## src/common/rf_tx_pkg.sv

```systemverilog
package rf_tx_pkg;

  // Sector select and register offsets
  localparam logic       SECTOR_ZERO             = 1'h0;
  localparam logic       SECTOR_ONE              = 1'h1;
  localparam logic [5:0] TRANSMITTER_CONTROL_OFS = 6'h11;
  localparam logic [5:0] CARRIER_LEVEL_OFS       = 6'h12;
  localparam logic [5:0] KEYED_LEVEL_OFS         = 6'h13;
  localparam logic [5:0] CODER_SETUP_OFS         = 6'h14;
  localparam logic [5:0] BIT_PULSE_WIDTH_OFS     = 6'h15;
  localparam logic [5:0] START_PULSE_WIDTH_OFS   = 6'h16;
  localparam logic [5:0] TYPE_B_FRAME_OFS        = 6'h17;
  localparam logic [5:0] FALLING_TIMES_OFS       = 6'h10;
  localparam logic [5:0] RISING_TIMES_OFS        = 6'h11;
  localparam logic [5:0] FALL_BOOST_OFS          = 6'h12;
  localparam logic [5:0] RISE_BOOST_OFS          = 6'h13;
  localparam logic [5:0] TX_STATUS_OFS           = 6'h14;

  // Field positions
  localparam int DRV1_INVERT_BIT = 7;
  localparam int ORIGIN_MSB      = 5;
  localparam int ORIGIN_LSB      = 4;
  localparam int DRV2_INVERT_BIT = 3;
  localparam int DRV2_CW_BIT     = 2;
  localparam int DRV2_RF_ON_BIT  = 1;
  localparam int DRV1_RF_ON_BIT  = 0;
  localparam int LEVEL_MSB       = 5;
  localparam int RATE_MSB        = 6;
  localparam int RATE_LSB        = 4;
  localparam int CODE_MSB        = 2;
  localparam int CODE_LSB        = 0;
  localparam int FIRST_TIME_MSB  = 7;
  localparam int FIRST_TIME_LSB  = 4;
  localparam int SECOND_TIME_MSB = 3;
  localparam int SECOND_TIME_LSB = 0;

  // Drive signal origin codes
  localparam logic [1:0] ORIGIN_CODER      = 2'h0;
  localparam logic [1:0] ORIGIN_CODER_FULL = 2'h1;
  localparam logic [1:0] ORIGIN_TEST_PIN   = 2'h2;
  localparam logic [1:0] ORIGIN_TRISTATE   = 2'h3;

  // Line coding that selects Type B framing
  localparam logic [2:0] CODING_TYPE_B = 3'h0;

  // Reset values
  localparam logic [7:0] TRANSMITTER_CONTROL_RST = 8'h18;
  localparam logic [7:0] CARRIER_LEVEL_RST       = 8'h3f;
  localparam logic [7:0] GENERIC_RST             = 8'h00;

  // Pulse width resolution in master clock cycles
  localparam int PULSE_STEP_CYCLES = 2;

  typedef enum logic [2:0] {
    PH_IDLE, PH_FALL1, PH_FALL2, PH_LOW, PH_RISE1, PH_RISE2
  } ovs_phase_t;

  typedef struct packed {
    logic       wr;
    logic       rd;
    logic       sector;
    logic [5:0] addr;
    logic [7:0] data;
  } reg_access_t;

  typedef struct packed {
    logic       drive;
    logic [5:0] level;
    logic       oe_n;
  } driver_t;

  typedef struct packed {
    logic [2:0] bit_rate_code;
    logic [2:0] line_code_select;
    logic [8:0] bit_pulse_cycles;
    logic [8:0] start_pulse_cycles;
    logic [7:0] type_b_frame;
    logic       type_b_active;
  } coder_cfg_t;

endpackage : rf_tx_pkg

```

## src/hdl/overshoot_phase_timer.sv

```systemverilog
`timescale 1ns/1ps
module overshoot_phase_timer (
  input  wire logic       mclk_in,
  input  wire logic       rst_in,
  input  wire logic       envelope_in,
  input  wire logic       full_depth_in,
  input  wire logic [7:0] falling_times_in,
  input  wire logic [7:0] rising_times_in,
  input  wire logic [5:0] carrier_level_in,
  input  wire logic [5:0] keyed_level_in,
  input  wire logic [5:0] fall_boost_in,
  input  wire logic [5:0] rise_boost_in,
  output logic      [5:0] level_out,
  output rf_tx_pkg::ovs_phase_t phase_out
);
  rf_tx_pkg::ovs_phase_t state_reg, state_next;
  logic [3:0] count_reg, count_next;
  logic       env_prev_reg;
  logic [5:0] level_reg, level_next;

  // Edges and phase durations
  wire       fall_edge = env_prev_reg & ~envelope_in;
  wire       rise_edge = ~env_prev_reg & envelope_in;
  wire [3:0] t1_fall   = falling_times_in[rf_tx_pkg::FIRST_TIME_MSB:rf_tx_pkg::FIRST_TIME_LSB];
  wire [3:0] t2_fall   = falling_times_in[rf_tx_pkg::SECOND_TIME_MSB:rf_tx_pkg::SECOND_TIME_LSB];
  wire [3:0] t1_rise   = rising_times_in[rf_tx_pkg::FIRST_TIME_MSB:rf_tx_pkg::FIRST_TIME_LSB];
  wire [3:0] t2_rise   = rising_times_in[rf_tx_pkg::SECOND_TIME_MSB:rf_tx_pkg::SECOND_TIME_LSB];
  wire       last      = (count_reg == 4'h1);
  wire [5:0] low_level = full_depth_in ? 6'h00 : keyed_level_in;

  // Phase sequencing, zero durations skip their phase
  always_comb begin
    state_next = state_reg;
    count_next = count_reg - 4'h1;
    if (fall_edge) begin
      state_next = (t1_fall != 4'h0) ? rf_tx_pkg::PH_FALL1 :
                   (t2_fall != 4'h0) ? rf_tx_pkg::PH_FALL2 : rf_tx_pkg::PH_LOW;
      count_next = (t1_fall != 4'h0) ? t1_fall : t2_fall;
    end else if (rise_edge) begin
      state_next = (t1_rise != 4'h0) ? rf_tx_pkg::PH_RISE1 :
                   (t2_rise != 4'h0) ? rf_tx_pkg::PH_RISE2 : rf_tx_pkg::PH_IDLE;
      count_next = (t1_rise != 4'h0) ? t1_rise : t2_rise;
    end else begin
      case (state_reg)
        rf_tx_pkg::PH_FALL1: if (last) begin
          state_next = (t2_fall != 4'h0) ? rf_tx_pkg::PH_FALL2 : rf_tx_pkg::PH_LOW;
          count_next = t2_fall;
        end
        rf_tx_pkg::PH_FALL2: if (last) state_next = rf_tx_pkg::PH_LOW;
        rf_tx_pkg::PH_RISE1: if (last) begin
          state_next = (t2_rise != 4'h0) ? rf_tx_pkg::PH_RISE2 : rf_tx_pkg::PH_IDLE;
          count_next = t2_rise;
        end
        rf_tx_pkg::PH_RISE2: if (last) state_next = rf_tx_pkg::PH_IDLE;
        rf_tx_pkg::PH_IDLE, rf_tx_pkg::PH_LOW: count_next = count_reg;
        default: state_next = rf_tx_pkg::PH_IDLE;
      endcase
    end
  end

  // Conductance per phase
  always_comb begin
    case (state_next)
      rf_tx_pkg::PH_FALL1: level_next = low_level;
      rf_tx_pkg::PH_FALL2: level_next = fall_boost_in;
      rf_tx_pkg::PH_LOW:   level_next = low_level;
      rf_tx_pkg::PH_RISE1: level_next = carrier_level_in;
      rf_tx_pkg::PH_RISE2: level_next = full_depth_in ? 6'h00 : rise_boost_in;
      default:             level_next = carrier_level_in;
    endcase
  end

  // State registers
  always_ff @(posedge mclk_in) begin
    if (rst_in) begin
      state_reg    <= rf_tx_pkg::PH_IDLE;
      count_reg    <= 4'h0;
      env_prev_reg <= 1'h1;
      level_reg    <= 6'h00;
    end else begin
      state_reg    <= state_next;
      count_reg    <= count_next;
      env_prev_reg <= envelope_in;
      level_reg    <= level_next;
    end
  end

  assign level_out = level_reg;
  assign phase_out = state_reg;
endmodule : overshoot_phase_timer

```

## src/hdl/rf_transmit_driver_control.sv

```systemverilog
`timescale 1ns/1ps
module rf_transmit_driver_control (
  input  wire logic                   mclk_in,
  input  wire logic                   rst_in,
  input  wire rf_tx_pkg::reg_access_t reg_access_in,
  output logic                  [7:0] read_data_out,
  input  wire logic                   coder_envelope_in,
  input  wire logic                   coder_active_in,
  input  wire logic                   test_data_pin_in,
  input  wire logic                   carrier_in,
  input  wire logic                   field_drive_gate_in,
  input  wire logic                   external_field_sensing_in,
  output rf_tx_pkg::coder_cfg_t       coder_cfg_out,
  output rf_tx_pkg::driver_t          antenna_driver_one_out,
  output rf_tx_pkg::driver_t          antenna_driver_two_out
);

  logic [7:0] transmitter_control_reg;
  logic [7:0] carrier_drive_level_reg;
  logic [7:0] keyed_drive_level_reg;
  logic [7:0] coder_setup_reg;
  logic [7:0] bit_pulse_width_reg;
  logic [7:0] start_pulse_width_reg;
  logic [7:0] type_b_frame_setup_reg;
  logic [7:0] falling_phase_times_reg;
  logic [7:0] rising_phase_times_reg;
  logic [7:0] fall_boost_level_reg;
  logic [7:0] rise_boost_level_reg;
  logic [7:0] read_data_reg;
  logic [7:0] read_data_next;
  logic [1:0] test_pin_sync_reg;
  logic [1:0] carrier_sync_reg;
  logic [1:0] drive_reg;
  logic [5:0] level_reg [2];
  logic       oe_n_reg;
  logic [5:0] ovs_level;
  rf_tx_pkg::ovs_phase_t ovs_phase;

  // Write strobes per register
  wire s0 = reg_access_in.wr && (reg_access_in.sector == rf_tx_pkg::SECTOR_ZERO);
  wire s1 = reg_access_in.wr && (reg_access_in.sector == rf_tx_pkg::SECTOR_ONE);
  wire wr_control  = s0 && (reg_access_in.addr == rf_tx_pkg::TRANSMITTER_CONTROL_OFS);
  wire wr_carrier  = s0 && (reg_access_in.addr == rf_tx_pkg::CARRIER_LEVEL_OFS);
  wire wr_keyed    = s0 && (reg_access_in.addr == rf_tx_pkg::KEYED_LEVEL_OFS);
  wire wr_coder    = s0 && (reg_access_in.addr == rf_tx_pkg::CODER_SETUP_OFS);
  wire wr_bitw     = s0 && (reg_access_in.addr == rf_tx_pkg::BIT_PULSE_WIDTH_OFS);
  wire wr_sofw     = s0 && (reg_access_in.addr == rf_tx_pkg::START_PULSE_WIDTH_OFS);
  wire wr_typeb    = s0 && (reg_access_in.addr == rf_tx_pkg::TYPE_B_FRAME_OFS);
  wire wr_falltime = s1 && (reg_access_in.addr == rf_tx_pkg::FALLING_TIMES_OFS);
  wire wr_risetime = s1 && (reg_access_in.addr == rf_tx_pkg::RISING_TIMES_OFS);
  wire wr_fallb    = s1 && (reg_access_in.addr == rf_tx_pkg::FALL_BOOST_OFS);
  wire wr_riseb    = s1 && (reg_access_in.addr == rf_tx_pkg::RISE_BOOST_OFS);

  // Register file
  always_ff @(posedge mclk_in) begin
    if (rst_in) begin
      transmitter_control_reg <= rf_tx_pkg::TRANSMITTER_CONTROL_RST;
      carrier_drive_level_reg <= rf_tx_pkg::CARRIER_LEVEL_RST;
      keyed_drive_level_reg   <= rf_tx_pkg::GENERIC_RST;
      coder_setup_reg         <= rf_tx_pkg::GENERIC_RST;
      bit_pulse_width_reg     <= rf_tx_pkg::GENERIC_RST;
      start_pulse_width_reg   <= rf_tx_pkg::GENERIC_RST;
      type_b_frame_setup_reg  <= rf_tx_pkg::GENERIC_RST;
      falling_phase_times_reg <= rf_tx_pkg::GENERIC_RST;
      rising_phase_times_reg  <= rf_tx_pkg::GENERIC_RST;
      fall_boost_level_reg    <= rf_tx_pkg::GENERIC_RST;
      rise_boost_level_reg    <= rf_tx_pkg::GENERIC_RST;
    end else begin
      if (wr_control)  transmitter_control_reg <= reg_access_in.data;
      if (wr_carrier)  carrier_drive_level_reg <= reg_access_in.data;
      if (wr_keyed)    keyed_drive_level_reg   <= reg_access_in.data;
      if (wr_coder)    coder_setup_reg         <= reg_access_in.data;
      if (wr_bitw)     bit_pulse_width_reg     <= reg_access_in.data;
      if (wr_sofw)     start_pulse_width_reg   <= reg_access_in.data;
      if (wr_typeb)    type_b_frame_setup_reg  <= reg_access_in.data;
      if (wr_falltime) falling_phase_times_reg <= reg_access_in.data;
      if (wr_risetime) rising_phase_times_reg  <= reg_access_in.data;
      if (wr_fallb)    fall_boost_level_reg    <= reg_access_in.data;
      if (wr_riseb)    rise_boost_level_reg    <= reg_access_in.data;
    end
  end

  // Control fields
  wire [1:0] origin     = transmitter_control_reg[rf_tx_pkg::ORIGIN_MSB:rf_tx_pkg::ORIGIN_LSB];
  wire [1:0] rf_on      = {transmitter_control_reg[rf_tx_pkg::DRV2_RF_ON_BIT],
                           transmitter_control_reg[rf_tx_pkg::DRV1_RF_ON_BIT]};
  wire [1:0] invert     = {transmitter_control_reg[rf_tx_pkg::DRV2_INVERT_BIT],
                           transmitter_control_reg[rf_tx_pkg::DRV1_INVERT_BIT]};
  wire [1:0] continuous = {transmitter_control_reg[rf_tx_pkg::DRV2_CW_BIT], 1'h0};
  wire       full_depth = (origin == rf_tx_pkg::ORIGIN_CODER_FULL);
  wire [5:0] cw_level   = carrier_drive_level_reg[rf_tx_pkg::LEVEL_MSB:0];
  wire [5:0] mod_level  = keyed_drive_level_reg[rf_tx_pkg::LEVEL_MSB:0];

  // Test pin and carrier inputs pass two flip-flops before use
  always_ff @(posedge mclk_in) begin
    if (rst_in) begin
      test_pin_sync_reg <= 2'h3;
      carrier_sync_reg  <= 2'h0;
    end else begin
      test_pin_sync_reg <= {test_pin_sync_reg[0], test_data_pin_in};
      carrier_sync_reg  <= {carrier_sync_reg[0], carrier_in};
    end
  end

  // Envelope source: coder at rest reads high, or external test pin
  wire coder_env = coder_active_in ? coder_envelope_in : 1'h1;
  wire envelope  = (origin == rf_tx_pkg::ORIGIN_TEST_PIN) ? test_pin_sync_reg[1]
                                                         : coder_env;
  wire rf        = carrier_sync_reg[1];
  wire keyed     = ~envelope;

  // Driver release: tristate origin or gate low while sensing an outside field
  wire oe_n_next = (origin == rf_tx_pkg::ORIGIN_TRISTATE) ||
                   (external_field_sensing_in && !field_drive_gate_in);

  overshoot_phase_timer overshoot_phase_timer_i (
    .mclk_in          (mclk_in),
    .rst_in           (rst_in),
    .envelope_in      (envelope),
    .full_depth_in    (full_depth),
    .falling_times_in (falling_phase_times_reg),
    .rising_times_in  (rising_phase_times_reg),
    .carrier_level_in (cw_level),
    .keyed_level_in   (mod_level),
    .fall_boost_in    (fall_boost_level_reg[rf_tx_pkg::LEVEL_MSB:0]),
    .rise_boost_in    (rise_boost_level_reg[rf_tx_pkg::LEVEL_MSB:0]),
    .level_out        (ovs_level),
    .phase_out        (ovs_phase)
  );

  // Per-driver logic level and conductance
  genvar i;
  generate
    for (i = 0; i < 2; i++) begin : g_drv
      wire       drive_next;
      wire [5:0] level_next;
      // Continuous carrier, baseband envelope, full-depth keyed, then modulated carrier
      assign drive_next = continuous[i] ? (rf_on[i] ? (rf ^ invert[i]) : invert[i]) :
                          !rf_on[i] ? (invert[i] | envelope) :
                          (full_depth && keyed) ? invert[i] :
                          (rf ^ invert[i]);
      assign level_next = continuous[i] ? ((rf_on[i] | invert[i]) ? cw_level : 6'h00) :
                          !rf_on[i] ? (envelope ? cw_level : (invert[i] ? mod_level : 6'h00)) :
                          (full_depth && keyed && invert[i]) ? cw_level :
                          ovs_level;
      always_ff @(posedge mclk_in) begin
        if (rst_in) begin
          drive_reg[i] <= 1'h0;
          level_reg[i] <= 6'h00;
        end else begin
          drive_reg[i] <= drive_next;
          level_reg[i] <= level_next;
        end
      end
    end
  endgenerate

  // Shared output enable
  always_ff @(posedge mclk_in) begin
    if (rst_in) oe_n_reg <= 1'h1;
    else        oe_n_reg <= oe_n_next;
  end

  assign antenna_driver_one_out = '{drive: drive_reg[0], level: level_reg[0], oe_n: oe_n_reg};
  assign antenna_driver_two_out = '{drive: drive_reg[1], level: level_reg[1], oe_n: oe_n_reg};

  // Coder configuration: pulse widths in two-clock steps, Type B framing
  assign coder_cfg_out.bit_rate_code      = coder_setup_reg[rf_tx_pkg::RATE_MSB:rf_tx_pkg::RATE_LSB];
  assign coder_cfg_out.line_code_select   = coder_setup_reg[rf_tx_pkg::CODE_MSB:rf_tx_pkg::CODE_LSB];
  assign coder_cfg_out.bit_pulse_cycles   =
    9'(bit_pulse_width_reg * rf_tx_pkg::PULSE_STEP_CYCLES);
  assign coder_cfg_out.start_pulse_cycles =
    9'(start_pulse_width_reg * rf_tx_pkg::PULSE_STEP_CYCLES);
  assign coder_cfg_out.type_b_frame       = type_b_frame_setup_reg;
  assign coder_cfg_out.type_b_active      =
    (coder_setup_reg[rf_tx_pkg::CODE_MSB:rf_tx_pkg::CODE_LSB] == rf_tx_pkg::CODING_TYPE_B);

  // Read mux, unmapped addresses read zero
  wire rd0 = reg_access_in.sector == rf_tx_pkg::SECTOR_ZERO;
  always_comb begin
    read_data_next = 8'h00;
    case ({rd0, reg_access_in.addr})
      {1'h1, rf_tx_pkg::TRANSMITTER_CONTROL_OFS}: read_data_next = transmitter_control_reg;
      {1'h1, rf_tx_pkg::CARRIER_LEVEL_OFS}:       read_data_next = carrier_drive_level_reg;
      {1'h1, rf_tx_pkg::KEYED_LEVEL_OFS}:         read_data_next = keyed_drive_level_reg;
      {1'h1, rf_tx_pkg::CODER_SETUP_OFS}:         read_data_next = coder_setup_reg;
      {1'h1, rf_tx_pkg::BIT_PULSE_WIDTH_OFS}:     read_data_next = bit_pulse_width_reg;
      {1'h1, rf_tx_pkg::START_PULSE_WIDTH_OFS}:   read_data_next = start_pulse_width_reg;
      {1'h1, rf_tx_pkg::TYPE_B_FRAME_OFS}:        read_data_next = type_b_frame_setup_reg;
      {1'h0, rf_tx_pkg::FALLING_TIMES_OFS}:       read_data_next = falling_phase_times_reg;
      {1'h0, rf_tx_pkg::RISING_TIMES_OFS}:        read_data_next = rising_phase_times_reg;
      {1'h0, rf_tx_pkg::FALL_BOOST_OFS}:          read_data_next = fall_boost_level_reg;
      {1'h0, rf_tx_pkg::RISE_BOOST_OFS}:          read_data_next = rise_boost_level_reg;
      {1'h0, rf_tx_pkg::TX_STATUS_OFS}:           read_data_next = {3'h0, oe_n_reg, envelope,
                                                                    3'(ovs_phase)};
      default:                                    read_data_next = 8'h00;
    endcase
  end

  // Read data register, updated on a read strobe
  always_ff @(posedge mclk_in) begin
    if (rst_in)                read_data_reg <= 8'h00;
    else if (reg_access_in.rd) read_data_reg <= read_data_next;
  end

  assign read_data_out = read_data_reg;
endmodule : rf_transmit_driver_control

```

## config.mk

```make
export PLATFORM = sky130hd
export DESIGN_NAME = rf_transmit_driver_control
export DESIGN_NICKNAME = d
export VERILOG_FILES = /design/src/common/rf_tx_pkg.sv /design/src/hdl/overshoot_phase_timer.sv /design/src/hdl/rf_transmit_driver_control.sv
export SDC_FILE = /design/constraint.sdc
export NUM_CORES = 1
export LEC_CHECK = 0
export BUFFER_PORTS_ARGS = -buffer_cell sky130_fd_sc_hd__buf_2
export CAP_MARGIN = 10
export CORE_ASPECT_RATIO = 1.25
export CORE_UTILIZATION = 30
export DETAILED_ROUTE_END_ITERATION = 7
export PLACE_DENSITY = 0.5
export SETUP_SLACK_MARGIN = 0.5
export SLEW_MARGIN = 0
export SYNTH_ARGS = -nofsm -noshare
export SYNTH_HDL_FRONTEND = slang
export SYNTH_SLANG_ARGS = --single-unit
```

## constraint.sdc

```tcl
create_clock -name mclk_in -period 2.6 [get_ports mclk_in]
set_clock_uncertainty 0.2 [all_clocks]
set_input_delay 0.52 -clock mclk_in [delete_from_list [all_inputs] [get_ports mclk_in]]
set_output_delay 0.52 -clock mclk_in [all_outputs]
set_load 0.005 [all_outputs]
```

==> metrics.csv, run 1 <==
metric,value,unit
relSlewSlack,0.435,
clk_pin_slew,60,ps
cts_buffers,17,
power,0.00494,W
max-cap-violations,0,
r2r_cells,10,
critPathSlowestCell,or3b_4,
start_kind,flip-flop,
die_w,133,um
yosys.area.top_type_share,0.403,
hold_path.class,in2reg,
nNetsFinal,902,
crit_type,reg2reg,
power_density,584,mW/mm2
crit_family,simple AND/OR/NAND/NOR gates,
ant_nets,0,
syn_to_final_growth,32.1,%
drc,0,
gp_congestion,0.832,
worstMarginPinSlew,847,ps
synth_edf_count,0,
synth_cell_types,66,
critPathBufInv,2,
synth_flop_cell,dfxtp_1,
setup_viol,0,
drive_gt1_frac,0.309,
synth.avg_cell_area,8.51,um2
finalMaxSlewViolations,0,
largest_reg_flops,12,
yosys.area.top_type,dfxtp_1,
ctsHoldBuffers,0,
final-seq-area,0.00259,mm2
portBuffers,79,
ios,82,
clock_latency,430,ps
vias_per_cell,5.27,
synth-seq-area-share,0.403,
worst_setup_path_end_kind,flip-flop,
period_share,0.938,
gr-usage-all-layers,0.202,
period_needed,2440,ps
slowest_delay,390,ps
arrival,2540,ps
routed_wl,21.9,mm
peakVddDrop,442,uV
clock.fmax,410,MHz
grt_setup_unrepaired,true,
grt_pass1_vias,5793,
multi_input_area,0.00378,mm2
nFillCells,2140,
vias,6121,
synthArstFlopShare,0,
tritoncts,built,
root_buffer,clkbuf_16,
grt_pass1_wl,33.7,mm
place_inst,1112,
antenna_found_initial,0,
die_h,165,um
synthTopCellsByArea,"dfxtp_1 40%, mux2i_1 9.1%, a21oi_1 6.0%, nand2_1 5.8%, nor2_1 5.0%",
fin_tns_setup,0,ps
hold_viol,0,
power.leakage,3.57,nW
hpwl,15.5,mm
synth-seq-cells,129,
first_pass_iters,6,
yosysWarningCount,0,
wl_per_cell,18.8,um
clock-sinks,129,
initial_core_util,0.307,
path_cells,inv_2 > ha_4 > or3b_4 > nor4_4 > nor3_2 > o22ai_4 > buf_12 > nor2_8 > mux2i_1 > a221o_1,
synth_area,0.00641,mm2
worstHoldPathCells,2,
n_antenna_cell,0,
dieArea,0.0220,mm2
cts.path.max_buffers,2,
grt_max_degree,57,
fin_hold_ws,63.8,ps
timing.critical_path.fanout_max,6,
htreeDepth,4,
status,finished clean,
fin_cells,1162,
drt-initial-drc-count,439,
syn_inst,753,
cp.required,2700,ps
grt.overflow.total,0,
core-area,0.0209,mm2
worstSetupPathDepth,10,
rows,59,
[metrics by stage]
stage	utilization	setup WS, ps	instance area (um2)
6_report	0.405	162	8460
5_1_grt	0.405	65.2	8460
4_1_cts	0.390	153	8140
3_5_place_dp	0.358	-60.7	7480
3_3_place_gp	0.358	-44.5	7480
2_1_floorplan	-	143	6530
[final timing paths]
| kind | slack (ps) | endpoint | from |
|---|---|---|---|
| worst max-delay path | 160 | overshoot_phase_timer_i.level_out[0]$_SDFF_PP0_ | overshoot_phase_timer_i.count_reg[1]$_SDFFE_PP0P_ |
| worst min-delay path | 60 | oe_n_reg$_SDFF_PP1_ | field_drive_gate_in |
| worst max register to register | 160 | overshoot_phase_timer_i.level_out[0]$_SDFF_PP0_ | overshoot_phase_timer_i.count_reg[1]$_SDFFE_PP0P_ |
| worst min register to register | 210 | test_pin_sync_reg[1]$_SDFF_PP1_ | test_pin_sync_reg[0]$_SDFF_PP1_ |
[metal layers]
layer  up-vias  GRT usage  wire length (um)
li1       2950          -                 -
met1      2940      0.255              9640
met2       198      0.340             10800
met3        33     0.0424              1050
met4         0     0.0669               447
met5         -          0                 0
[logic make-up (layout without fill, tap and decap cells)]
logic type,after synthesis,in the layout,share of synthesized area
simple gates,301,301,0.227
compound gates,170,170,0.183
flops,129,129,0.403
buf+inv,77,211,0.0521
mux,68,68,0.123
xor+xnor,5,5,0.00801
fa+ha+maj,2,2,0.00390
other cells,1,2,0.000585
[placed cells by master, fill, tap and decap left out, types with 4 or more instances in the layout]
cell          n
a221oi_1      8
buf_6         9
nand2_1      98
dfxtp_2       4
a311oi_1      6
a2bb2oi_2     4
o21ai_0       6
nor2b_1      11
mux4_2        8
mux2i_1      57
clkinvlp_4    4
a22oi_1      10
and3_1        9
nand3_1      42
buf_4        80
a21oi_1      60
clkinv_2      4
o21a_1        4
dfxtp_1     123
a21oi_2      15
a221o_1       7
inv_1        10
clkbuf_16    17
a222oi_1     12
a211o_1       8
buf_2        76
nor3_1        9
nor2_1       80
nand2b_1     10
[power by group]
group          switching, W  leakage, nW  internal [W]  total [W]
sequential        0.0000453         1.05       0.00203    0.00207
clock              0.000974        0.268       0.00132    0.00230
combinational      0.000310         2.26      0.000259   0.000570
[cells in the mapped netlist (10+ instances only)]
library cell and instances:
nor3_1 12, nand2_1 99, dfxtp_1 129, a222oi_1 12, and3_1 10, nand3_1 44, nor2b_1 11, a21oi_1 77
nor2_1 85, nand2b_1 10, a22oi_1 10, inv_1 11, clkbuf_1 49, buf_4 10, a221oi_1 10, mux2i_1 58
[repair_timing]
item / CTS / global route
resized for setup: 12 / 51
cloned: 0 / 0
buffers inserted: 5 / 13
setup endpoints to repair: 20 / 51
pin swaps: 7 / 28
[worst register-to-register path, stage by stage, from the launching register on]
cell     delay (ps)
dfxtp_2         320
inv_2            70
ha_4            120
or3b_4          390
nor4_4          320
nor3_2          110
o22ai_4         180
buf_12          150
nor2_8           50
mux2i_1         110
a221o_1         300
[area by class of cell]
class	count	share of cell area
multi-input combinational	548	0.447
sequential	129	0.307
timing repair buffer	168	0.135
clock buffer	17	0.0503
tap	274	0.0405
clock inverter	15	0.0160
inverter	11	0.00488
Note: power is estimated with default switching activity, not from simulation.
==> inputs of run 2 (changes only) <==
- CORE_UTILIZATION: 30 -> 52
- PLACE_DENSITY: 0.5 -> 0.77
==> run 2 against run 1 <==
Effect of this change:
- via count increased by 5.5%
- clock-buffer cell count unchanged
- highest routed layer unchanged
- fmax decreased by 2.0%
- sequential share of layout area increased by 1.7 points
- first-iteration DRC count increased by 82%
- sequential power about the same
- flip-flop and latch count unchanged
==> metrics.csv, run 2 (synthesis gave the netlist of run 1 again) <==
metric,value,unit
ios,82,
path_cells,inv_2 > ha_4 > or3b_4 > nor4_4 > nor3_2 > o22ai_4 > buf_12 > nor2_8 > mux2i_1 > a221o_1,
syn_to_final_growth,25.1,%
setup_viol,0,
p_seq_frac,0.401,
cp.required,2710,ps
grt_pass1_wl,31.9,mm
drc,0,
p_int,0.00388,W
clock.fmax,402,MHz
drive_gt1_frac,0.261,
initial_core_util,0.529,
timing.critical_path.fanout_max,6,
grt_max_degree,96,
fin_tns_setup,0,ps
hold_viol,0,
arrival,2590,ps
root_buffer,clkbuf_16,
layout_setup_ws,112,ps
power,0.00518,W
slowest_delay,390,ps
rows,45,
max-cap-violations,0,
grt_pass1_vias,6193,
clk_pin_slew,60,ps
period_share,0.957,
worstMarginPinSlew,691,ps
routed_wl,20.5,mm
grt_setup_unrepaired,true,
hpwl,14.0,mm
p_sw,0.00129,W
n_antenna_cell,0,
antenna_found_initial,0,
cts_buffers,17,
period_needed,2490,ps
peakVddDrop,444,uV
gr-usage-all-layers,0.326,
gr-max-usage-layer,met2,
nFillCells,948,
die_w,101,um
grt_util_met1,0.375,
fin_hold_ws,73.8,ps
p_clk_frac,0.495,
dieArea,0.0128,mm2
largest_reg_flops,12,
grt.overflow.total,0,
grtUsageMet2,0.535,
vias,6459,
htreeDepth,4,
place_inst,977,
worst_setup_path_end_kind,flip-flop,
fin_cells,1021,
ctsHoldBuffers,0,
critPathLaunch,overshoot_phase_timer_i.count_reg[1]$_SDFFE_PP0P_,
relSlewSlack,0.539,
final_common_cell,dfxtp_1,
crit_type,reg2reg,
status,finished clean,
ant_nets,0,
power_switching_share,0.250,
clock-sinks,129,
pre_cts_ws,-18.0,ps
nNetsFinal,871,
wl_per_cell,20.0,um
vias_per_cell,6.33,
clock_latency,420,ps
core-area,0.0121,mm2
drt-initial-drc-count,799,
power.leakage,3.43,nW
r2r-start,overshoot_phase_timer_i.count_reg[1]$_SDFFE_PP0P_,
hp-start,field_drive_gate_in,
met3_usage,0.0716,
hold_path.class,in2reg,
start_kind,flip-flop,
power_density,646,mW/mm2
layout_common_cells,"123 x dfxtp_1, 96 x nand2_1, 80 x nor2_1",
portBuffers,79,
tritoncts,built,
critPathBufInv,2,
crit_family,simple AND/OR/NAND/NOR gates,
finalMaxSlewViolations,0,
gp_congestion,0.965,
cts.path.max_buffers,2,
first_pass_iters,7,
die_h,126,um
critPathSlowestCell,or3b_4,
comb_power_share,0.104,
-- run 2: through the flow --
stage	util	instance area [um2]
2_1_floorplan	-	6530
3_3_place_gp	0.591	7160
3_5_place_dp	0.591	7160
4_1_cts	0.650	7860
5_1_grt	0.662	8020
6_report	0.662	8020
-- run 2: power groups by stage --
stage	registers, W	logic [W]	clock network (W)
CTS	0.00207	0.000494	0.00256
detailed placement	0.00212	0.000462	0
global placement	0.00211	0.000445	0
global route	0.00208	0.000582	0.00264
floorplan	0.00210	0.000337	0
finish	0.00208	0.000537	0.00256
-- run 2: layout make-up --
cell class	count	area, um2	share of cell area
clock buffers	17	425	0.0531
well taps	164	205	0.0256
flip-flops and latches	129	2600	0.324
inverters	11	41.3	0.00515
clock inverters	15	205	0.0256
multi-input cells	548	3670	0.457
repair buffers	137	876	0.109
-- run 2: metal layers --
metal  vias up  part of all wire
li1       2888                 -
met1      3013              0.36
met2       438              0.48
met3       120             0.096
met4         0             0.068
met5         -                 0
-- run 2: what timing repair did --
action                                  in CTS  in global routing
pin swaps                                    4                 12
endpoints found under the setup margin      27                 59
setup buffers                                4                  8
gates resized for setup                      9                 22
-- run 2: worst register-to-register path, cell delays in order (launching register included) --
cell and delay, ps:
dfxtp_2 320, inv_2 60, ha_4 120, or3b_4 390, nor4_4 340, nor3_2 120, o22ai_4 180, buf_12 150
nor2_8 50, mux2i_1 120, a221o_1 310
-- run 2: final timing paths --
path                            cells after the start  slack [ps]                                              end
worst max-delay path                               10         110  overshoot_phase_timer_i.level_out[3]$_SDFF_PP0_
worst min-delay path                                2          70                              oe_n_reg$_SDFF_PP1_
worst max register to register                     10         110  overshoot_phase_timer_i.level_out[3]$_SDFF_PP0_
worst min register to register                      1         210                  test_pin_sync_reg[1]$_SDFF_PP1_
